--- config.mk ---
export PLATFORM = sky130hd
export DESIGN_NAME = scpm_ctrl
export DESIGN_NICKNAME = d
export VERILOG_FILES = /design/src/core/scpm_pkg.sv /design/src/core/scpm_div_tap.sv /design/src/core/scpm_ctrl.sv
export SDC_FILE = /design/constraint.sdc
export NUM_CORES = 1
export LEC_CHECK = 0
export BUFFER_PORTS_ARGS = -buffer_cell sky130_fd_sc_hd__buf_2
export CELL_PAD_IN_SITES_DETAIL_PLACEMENT = 1
export CELL_PAD_IN_SITES_GLOBAL_PLACEMENT = 2
export CORE_ASPECT_RATIO = 1.75
export CORE_MARGIN = 8
export CORE_UTILIZATION = 29
export DETAILED_ROUTE_END_ITERATION = 12
export PLACE_DENSITY_LB_ADDON = 0.1
export SLEW_MARGIN = 15
export SYNTH_ARGS = -nofsm -noshare
export SYNTH_HDL_FRONTEND = slang
export SYNTH_SLANG_ARGS = --single-unit
--- constraint.sdc ---
create_clock -name ref_clk -period 2 [get_ports ref_clk]
set_clock_uncertainty 0.2 [all_clocks]
set_input_delay 0.4 -clock ref_clk [delete_from_list [all_inputs] [get_ports ref_clk]]
set_output_delay 0.4 -clock ref_clk [all_outputs]
set_load 0.03 [all_outputs]
--- src/core/scpm_pkg.sv ---
// Package: register map, field layout, reset values and mode codes
package scpm_pkg;
    // Register byte addresses on the Avalon-MM slave
    localparam logic [3:0] SCPM_ADDR_MODE_A = 4'h0;
    localparam logic [3:0] SCPM_ADDR_MODE_B = 4'h4;
    localparam logic [3:0] SCPM_ADDR_EVENT = 4'h8;
    // First mode register fields
    localparam int SCPM_FAST_SEL_BIT = 0;
    localparam int SCPM_IDLE_EN_BIT = 1;
    localparam int SCPM_FAST_RDY_BIT = 2;
    localparam int SCPM_SLOW_RDY_BIT = 3;
    localparam int SCPM_DIV_LSB = 5;
    // Second mode register fields
    localparam int SCPM_WDCFG_BIT = 0;
    localparam int SCPM_BADBO_BIT = 1;
    localparam int SCPM_BROWN_BIT = 2;
    localparam int SCPM_CTRLR_BIT = 3;
    localparam int SCPM_KEEP_BIT = 7;
    // Reset values
    localparam logic [2:0] SCPM_DIV_RST = 3'h0;
    localparam logic SCPM_IDLE_EN_RST = 1'b1;
    localparam logic SCPM_FAST_SEL_RST = 1'b1;
    localparam logic SCPM_KEEP_RST = 1'b0;
    // Divider select codes
    localparam logic [2:0] SCPM_DIV_SLOW1 = 3'h1;
    localparam logic [2:0] SCPM_DIV_64 = 3'h2;
    localparam logic [2:0] SCPM_DIV_2 = 3'h7;
    // Timing: cycles of slow clock before ready, ref cycles of fast settle
    localparam int SCPM_SLOW_RDY_CYC = 2;
    localparam int SCPM_FAST_SETTLE_CYC = 16;
    typedef enum logic [2:0] {
        SCPM_RUN, SCPM_DEEP_STOP, SCPM_STOP_WD, SCPM_IDLE_OFF, SCPM_IDLE_ON
    } scpm_mode_t;
endpackage

--- src/core/scpm_div_tap.sv ---
// Divider for the fast clock: one enable pulse every 2^n fast ticks
`timescale 1ns/1ns
`default_nettype none
module scpm_div_tap
    import scpm_pkg::*;
#(
    parameter int W = 6
) (
    input wire logic ref_clk,
    input wire logic sys_rst,
    input wire logic run,
    input wire logic tick,
    output logic [W-1:0] taps
);
    typedef struct packed {
        logic [W-1:0] cnt;
        logic [W-1:0] taps;
    } scpm_div_st_t;
    scpm_div_st_t st;
    scpm_div_st_t next_st;
    // Counter clears while the fast oscillator is off, so taps stop too
    always_comb begin
        next_st = st;
        next_st.taps = '0;
        if (!run) begin
            next_st.cnt = '0;
        end else if (tick) begin
            next_st.cnt = st.cnt + W'(1);
            // Tap i fires when the low i+1 count bits are all ones
            for (int i = 0; i < W; i++) begin
                next_st.taps[i] = (st.cnt & W'((2 << i) - 1)) == W'((2 << i) - 1);
            end
        end
    end
    always_ff @(posedge ref_clk) begin
        if (sys_rst) begin
            st <= '0;
        end else begin
            st <= next_st;
        end
    end
    assign taps = st.taps;
endmodule // scpm_div_tap
`default_nettype wire

--- src/core/scpm_ctrl.sv ---
// Top: system clock source select, power modes and reset cause flags
//
// Implementation choices: the Avalon-MM register port and the address map.
`timescale 1ns/1ns
`default_nettype none
module scpm_ctrl
    import scpm_pkg::*;
#(
    parameter int FAST_SETTLE = SCPM_FAST_SETTLE_CYC
) (
    input wire logic ref_clk,
    input wire logic sys_rst,
    // Avalon-MM slave
    input wire logic [3:0] avs_address,
    input wire logic avs_read,
    input wire logic avs_write,
    input wire logic [31:0] avs_writedata,
    input wire logic [3:0] avs_byteenable,
    output logic [31:0] avs_readdata,
    output logic avs_waitrequest,
    // CPU and wake-up
    input wire logic cpu_halt,
    input wire logic wake_up,
    input wire logic watchdog_enable,
    // Oscillator ticks (pins, synchronised here)
    input wire logic fast_rc_osc,
    input wire logic slow_rc_osc,
    // Reset cause events from reset generator
    input wire logic ctrl_reg_reset_evt,
    input wire logic brownout_reset_evt,
    input wire logic watchdog_config_reset_evt,
    input wire logic brownout_level_bad,
    // Clock and power outputs
    output logic fast_osc_enable,
    output logic slow_osc_enable,
    output logic cpu_clk_en,
    output logic sysclk_tick,
    output logic periph_clk_en,
    output logic slow_wd_clk_en,
    output logic [5:0] fast_div_taps,
    output logic soft_reset_req,
    output scpm_mode_t power_mode
);
    typedef struct packed {
        logic [2:0] fsync;
        logic [2:0] ssync;
        logic [2:0] sysclk_divider_select;
        logic idle_on_halt_enable;
        logic fast_clock_select;
        logic idle_sysclk_keep;
        logic ctrl_reg_reset_flag;
        logic brownout_reset_flag;
        logic bad_brownout_config_flag;
        logic watchdog_config_reset_flag;
        logic fast_osc_ready;
        logic slow_osc_ready;
        logic [15:0] fast_cnt;
        logic [1:0] slow_cnt;
        scpm_mode_t mode;
        logic ack;
        logic [31:0] rdata;
        logic [5:0] div_cnt;
        logic tick;
        logic bad_seen;
    } scpm_st_t;
    scpm_st_t st;
    scpm_st_t next_st;
    logic fast_edge;
    logic slow_edge;
    logic use_slow;
    logic [5:0] taps;
    logic [7:0] mode_a_rd;
    logic [7:0] mode_b_rd;
    logic wr_a;
    logic wr_b;
    logic [7:0] wd;
    logic [15:0] settle_lim;

    // Rising edge seen while stage two is high and stage three still low
    assign fast_edge = st.fsync[1] && !st.fsync[2];
    assign slow_edge = st.ssync[1] && !st.ssync[2];
    assign settle_lim = 16'(FAST_SETTLE);
    // Slow source when fast select low and divider code 000 or 001
    assign use_slow = !st.fast_clock_select && (st.sysclk_divider_select <= SCPM_DIV_SLOW1);
    assign wd = avs_writedata[7:0];
    // Writes land only at the edge where waitrequest is seen low
    assign wr_a = avs_write && st.ack && avs_byteenable[0] && avs_address == SCPM_ADDR_MODE_A;
    assign wr_b = avs_write && st.ack && avs_byteenable[0] && avs_address == SCPM_ADDR_MODE_B;

    // Read images; unimplemented bits forced low
    always_comb begin
        mode_a_rd = '0;
        mode_a_rd[SCPM_DIV_LSB +: 3] = st.sysclk_divider_select;
        mode_a_rd[SCPM_SLOW_RDY_BIT] = st.slow_osc_ready;
        mode_a_rd[SCPM_FAST_RDY_BIT] = st.fast_osc_ready;
        mode_a_rd[SCPM_IDLE_EN_BIT] = st.idle_on_halt_enable;
        mode_a_rd[SCPM_FAST_SEL_BIT] = st.fast_clock_select;
        mode_b_rd = '0;
        mode_b_rd[SCPM_KEEP_BIT] = st.idle_sysclk_keep;
        mode_b_rd[SCPM_CTRLR_BIT] = st.ctrl_reg_reset_flag;
        mode_b_rd[SCPM_BROWN_BIT] = st.brownout_reset_flag;
        mode_b_rd[SCPM_BADBO_BIT] = st.bad_brownout_config_flag;
        mode_b_rd[SCPM_WDCFG_BIT] = st.watchdog_config_reset_flag;
    end

    // Main next-state logic
    always_comb begin
        next_st = st;
        next_st.fsync = {st.fsync[1:0], fast_rc_osc};
        next_st.ssync = {st.ssync[1:0], slow_rc_osc};
        next_st.tick = 1'b0;
        next_st.ack = 1'b0;

        // Bus: one wait cycle, answer on the second
        if ((avs_read || avs_write) && !st.ack) begin
            next_st.ack = 1'b1;
            next_st.rdata = '0;
            if (avs_read) begin
                unique case (avs_address)
                    SCPM_ADDR_MODE_A: next_st.rdata = {24'h000000, mode_a_rd};
                    SCPM_ADDR_MODE_B: next_st.rdata = {24'h000000, mode_b_rd};
                    SCPM_ADDR_EVENT: next_st.rdata = {29'h00000000, st.mode};
                    default: next_st.rdata = '0; // Unmapped reads zero
                endcase
            end
        end
        if (wr_a) begin
            next_st.sysclk_divider_select = wd[SCPM_DIV_LSB +: 3];
            next_st.idle_on_halt_enable = wd[SCPM_IDLE_EN_BIT];
            next_st.fast_clock_select = wd[SCPM_FAST_SEL_BIT];
        end
        // Flags: software may only clear; hardware set wins
        if (wr_b) begin
            next_st.idle_sysclk_keep = wd[SCPM_KEEP_BIT];
            if (!wd[SCPM_CTRLR_BIT]) next_st.ctrl_reg_reset_flag = 1'b0;
            if (!wd[SCPM_BROWN_BIT]) next_st.brownout_reset_flag = 1'b0;
            if (!wd[SCPM_BADBO_BIT]) next_st.bad_brownout_config_flag = 1'b0;
            if (!wd[SCPM_WDCFG_BIT]) next_st.watchdog_config_reset_flag = 1'b0;
        end
        if (ctrl_reg_reset_evt) next_st.ctrl_reg_reset_flag = 1'b1;
        if (brownout_reset_evt) next_st.brownout_reset_flag = 1'b1;
        if (watchdog_config_reset_evt) next_st.watchdog_config_reset_flag = 1'b1;
        // Rising edge of the bad level only, so one soft reset per fault
        next_st.bad_seen = brownout_level_bad;
        if (brownout_level_bad) next_st.bad_brownout_config_flag = 1'b1;

        // Power mode: halt decides sleep or idle; wake returns to run
        unique case (st.mode)
            SCPM_RUN: begin
                if (cpu_halt) begin
                    if (!st.idle_on_halt_enable) begin
                        next_st.mode = watchdog_enable ? SCPM_STOP_WD : SCPM_DEEP_STOP;
                    end else begin
                        next_st.mode = st.idle_sysclk_keep ? SCPM_IDLE_ON : SCPM_IDLE_OFF;
                    end
                end
            end
            SCPM_DEEP_STOP, SCPM_STOP_WD, SCPM_IDLE_OFF, SCPM_IDLE_ON: begin
                if (wake_up) next_st.mode = SCPM_RUN;
            end
        endcase

        // Fast ready: cleared while oscillator off, set after settle count
        if (!fast_osc_enable) begin
            next_st.fast_cnt = '0;
            next_st.fast_osc_ready = 1'b0;
        end else if (st.fast_cnt >= settle_lim) begin
            next_st.fast_osc_ready = 1'b1;
        end else begin
            next_st.fast_cnt = st.fast_cnt + 16'h0001;
        end

        // Slow ready: low in deep stop, high after slow clock edges
        if (st.mode == SCPM_DEEP_STOP) begin
            next_st.slow_cnt = '0;
            next_st.slow_osc_ready = 1'b0;
        end else if (slow_edge && !st.slow_osc_ready) begin
            next_st.slow_cnt = st.slow_cnt + 2'h1;
            if (32'(st.slow_cnt) + 1 >= SCPM_SLOW_RDY_CYC) next_st.slow_osc_ready = 1'b1;
        end

        // System clock tick generation from selected source
        if (use_slow) begin
            next_st.div_cnt = '0;
            next_st.tick = slow_edge;
        end else if (fast_edge) begin
            next_st.div_cnt = st.div_cnt + 6'h01;
            if (st.fast_clock_select) begin
                next_st.tick = 1'b1;
            end else begin
                // Code 2 needs all six count bits, code 7 only the lowest one
                next_st.tick = &(st.div_cnt | ~(6'h3F >> (st.sysclk_divider_select - 3'h2)));
            end
        end
    end

    always_ff @(posedge ref_clk) begin
        if (sys_rst) begin
            st <= '0;
            st.sysclk_divider_select <= SCPM_DIV_RST;
            st.idle_on_halt_enable <= SCPM_IDLE_EN_RST;
            st.fast_clock_select <= SCPM_FAST_SEL_RST;
            st.idle_sysclk_keep <= SCPM_KEEP_RST;
            st.mode <= SCPM_RUN;
        end else begin
            st <= next_st;
        end
    end

    // Fast oscillator off whenever slow is the system source
    always_comb begin
        fast_osc_enable = !use_slow;
        if (st.mode == SCPM_DEEP_STOP || st.mode == SCPM_STOP_WD || st.mode == SCPM_IDLE_OFF) begin
            fast_osc_enable = 1'b0;
        end
    end
    // Slow oscillator: stops in deep stop; kept in watchdog sleep while watchdog_enable is high
    assign slow_osc_enable = st.mode != SCPM_DEEP_STOP &&
        !(st.mode == SCPM_STOP_WD && !watchdog_enable);
    assign slow_wd_clk_en = slow_osc_enable;
    assign cpu_clk_en = st.mode == SCPM_RUN;
    // Peripheral clock runs in run mode and in both idle modes
    assign sysclk_tick = st.tick;
    assign periph_clk_en = st.mode == SCPM_RUN || st.mode == SCPM_IDLE_ON || st.mode == SCPM_IDLE_OFF;
    assign soft_reset_req = brownout_level_bad && !st.bad_seen;
    assign power_mode = st.mode;
    assign avs_readdata = st.rdata;
    assign avs_waitrequest = (avs_read || avs_write) && !st.ack;

    // Divided fast taps stop with the fast oscillator
    scpm_div_tap #(.W(6)) u_taps (
        .ref_clk(ref_clk),
        .sys_rst(sys_rst),
        .run(fast_osc_enable),
        .tick(fast_edge),
        .taps(taps)
    );
    assign fast_div_taps = taps;
endmodule // scpm_ctrl
`default_nettype wire

==> reports/metrics.cfg <==
[grt]
antenna_found_initial=0
first_global_vias=2470
grt_usage=0.1132
grt_pass1_wl_um=12390
grt_max_degree=27
overflow=0

[worst_setup_path]
critical_path_arrival_ns=1.34
critPathKind=register to output port
startpoint_type=register
cp.required_ns=1.40
cp_max_fo=6
cp-end-kind=output port

[cts]
path_clk_slew_ns=0.05
cts.sinks=67
cts_root_buffer=clkbuf_16
cts_tree=yes
ctsHoldBuffers=0
cts_max_level=3
insertion_delay_ns=0.32
clockBufferDepth=2
numCtsBuffers=9

[power_and_ir_drop]
sequentialPowerShare=0.435
switching_power_uw=809.0
combPwrFrac=0.113
internal-power_mw=2.366
p_per_area_nw_per_um2=873.3
p_sw_frac=0.2548
p_total_mw=3.175
power_frac_clock=0.452
ir_drop_mv=0.4204
p_leak_nw=1.586

[synthesis]
synthTopCellsByArea=dfxtp_1 44%, buf_4 10%, nor2_1 5.4%
synthFlopType=dfxtp_1
yosysSeqAreaShare=0.4401
synth_edf_count=0
ys_warn_count=0
synthArstFlopShare=0
synth.distinct_cells=43
synth_seq_cells=67
syn_inst=341
syn_area_um2=3048
synth_top_area_frac=0.4401
avgSynthCellArea_um2=8.938
yosys.area.top_type=dfxtp_1

[cells_and_area]
n_antenna_cell=0
final_cell_mix=66 x dfxtp_1, 43 x buf_2, 42 x nor2_1
syn2layout_area_growth_pct=19.29
final_core_util=0.3551
fin_nets=450
layout_commonest_cell=dfxtp_1
drive_gt1_frac=0.2436

[route]
firstDrtPassIters=4
via_per_inst=4.441
wl_um=7691
post-route-drc-count=0
wl_per_cell_um=14.88
ant_nets=0
first_iter_violations=54
vias=2296

[timing]
fin_crit_sh=0.9721
slew_headroom=0.6467
rsz0062_at_grt=true
hold_violations=0
period_needed_ns=1.944
whs_ns=0.08078
maxSlewViolCount=0
tightest_slew_ns=0.5293
layout_setup_ws_ns=0.05574
setup_violations=0
max_freq_mhz=514.3

[run]
cap_violations=0

[die]
die_area_um2=14180
coreArea_um2=10240
num_rows=49
die_w_um=93.50
ios=102
die_h_um=151.6
start_util=0.2977

[min_path]
hold_path_class=input port to register

[place]
pre_cts_slack_ns=-0.02200
gp_congestion=0.7294
io_buffers=48
place_hpwl_um=5986

[outcome]
outcome=complete, no violations

-- power groups by stage --
stage	logic, mW	registers (mW)	clock network (mW)
2_1_floorplan	0.279	1.41	0
3_3_place_gp	0.341	1.41	0
3_5_place_dp	0.345	1.41	0
4_1_cts	0.357	1.38	1.49
5_1_grt	0.394	1.38	1.54
6_report	0.360	1.38	1.43
-- worst max-delay path, stage by stage (launching register included) --
cell and delay [ns]:
dfxtp_1 0.32, buf_4 0.16, nor3b_2 0.16, o21bai_2 0.15, buf_2 0.22
-- state kept, by name, summed over array words and instances (netlist names) --
name,flops
mode_a_rd,7
u_taps.st,6
sysclk_tick,1
avs_readdata,7
u_taps.taps,6
next_st,4
st,28
mode_b_rd,5
power_mode,3
-- layout make-up --
type                            instances  area [µm²]
Tap cell                              127       158.9
Timing Repair Buffer                   65       396.6
Multi-Input combinational cell        233        1428
Clock buffer                           12       256.5
Clock inverter                          2       12.51
Sequential cell                        67        1343
Fill cell                            1215        6603
Inverter                               11       41.29
-- cell families after synthesis --
logic type,share of synthesized area
fa+ha+maj,0.04105
buf+inv,0.1330
xor+xnor,0.03161
flops,0.4401
compound gates,0.08539
mux,0.03982
simple gates,0.2278
other cells,0.001230
-- synthesized netlist by cell type (all sizes together) (2+ instances only) --
master,instances
a211o,2
nor2,44
a22oi,4
and2,11
clkbuf,8
nor2b,15
ha,10
xor2,7
nor3,6
nor4,4
a211oi,4
inv,11
nand4,5
nand2b,6
o22ai,2
a21oi,11
mux2i,11
or2,2
buf,46
a22o,3
xnor2,4
nand3,5
or3,2
nand2,22
nor4b,2
o21ai,11
dfxtp,67
and3,8
-- worst paths after layout --
check	startpoint	to	slack, ns	cells past startpoint
setup / recovery	power_mode[1]	slow_wd_clk_en	0.06	4
hold / removal	slow_rc_osc	next_st[75]	0.08	2
setup reg to reg	mode_a_rd[6]	u_taps.taps[5]	0.21	7
hold reg to reg	next_st[75]	next_st[76]	0.23	1
-- what timing repair did --
item	4_1_cts	5_1_grt
buffers inserted	0	0
gates resized for setup	7	11
setup endpoints to repair	17	6
-- per-stage QoR --
step,cell area [µm²],instances,TNS [ns]
after detailed placement,3317,503,-0.09408
after CTS,3610,517,0
after global placement,3317,503,-0.1427
after floorplan,3142,365,0
final,3636,517,0
after global routing,3636,517,-0.02253
-- per-layer routing --
layer / global-route usage / wire length (µm) / vias up
li1: - / - / 1154
met1: 0.1112 / 2930 / 1092
met2: 0.2119 / 4268 / 41
met3: 0.02713 / 361 / 9
met4: 0.05839 / 131 / 0
met5: 0 / 0 / -
Power figures use the tool's default switching activity.
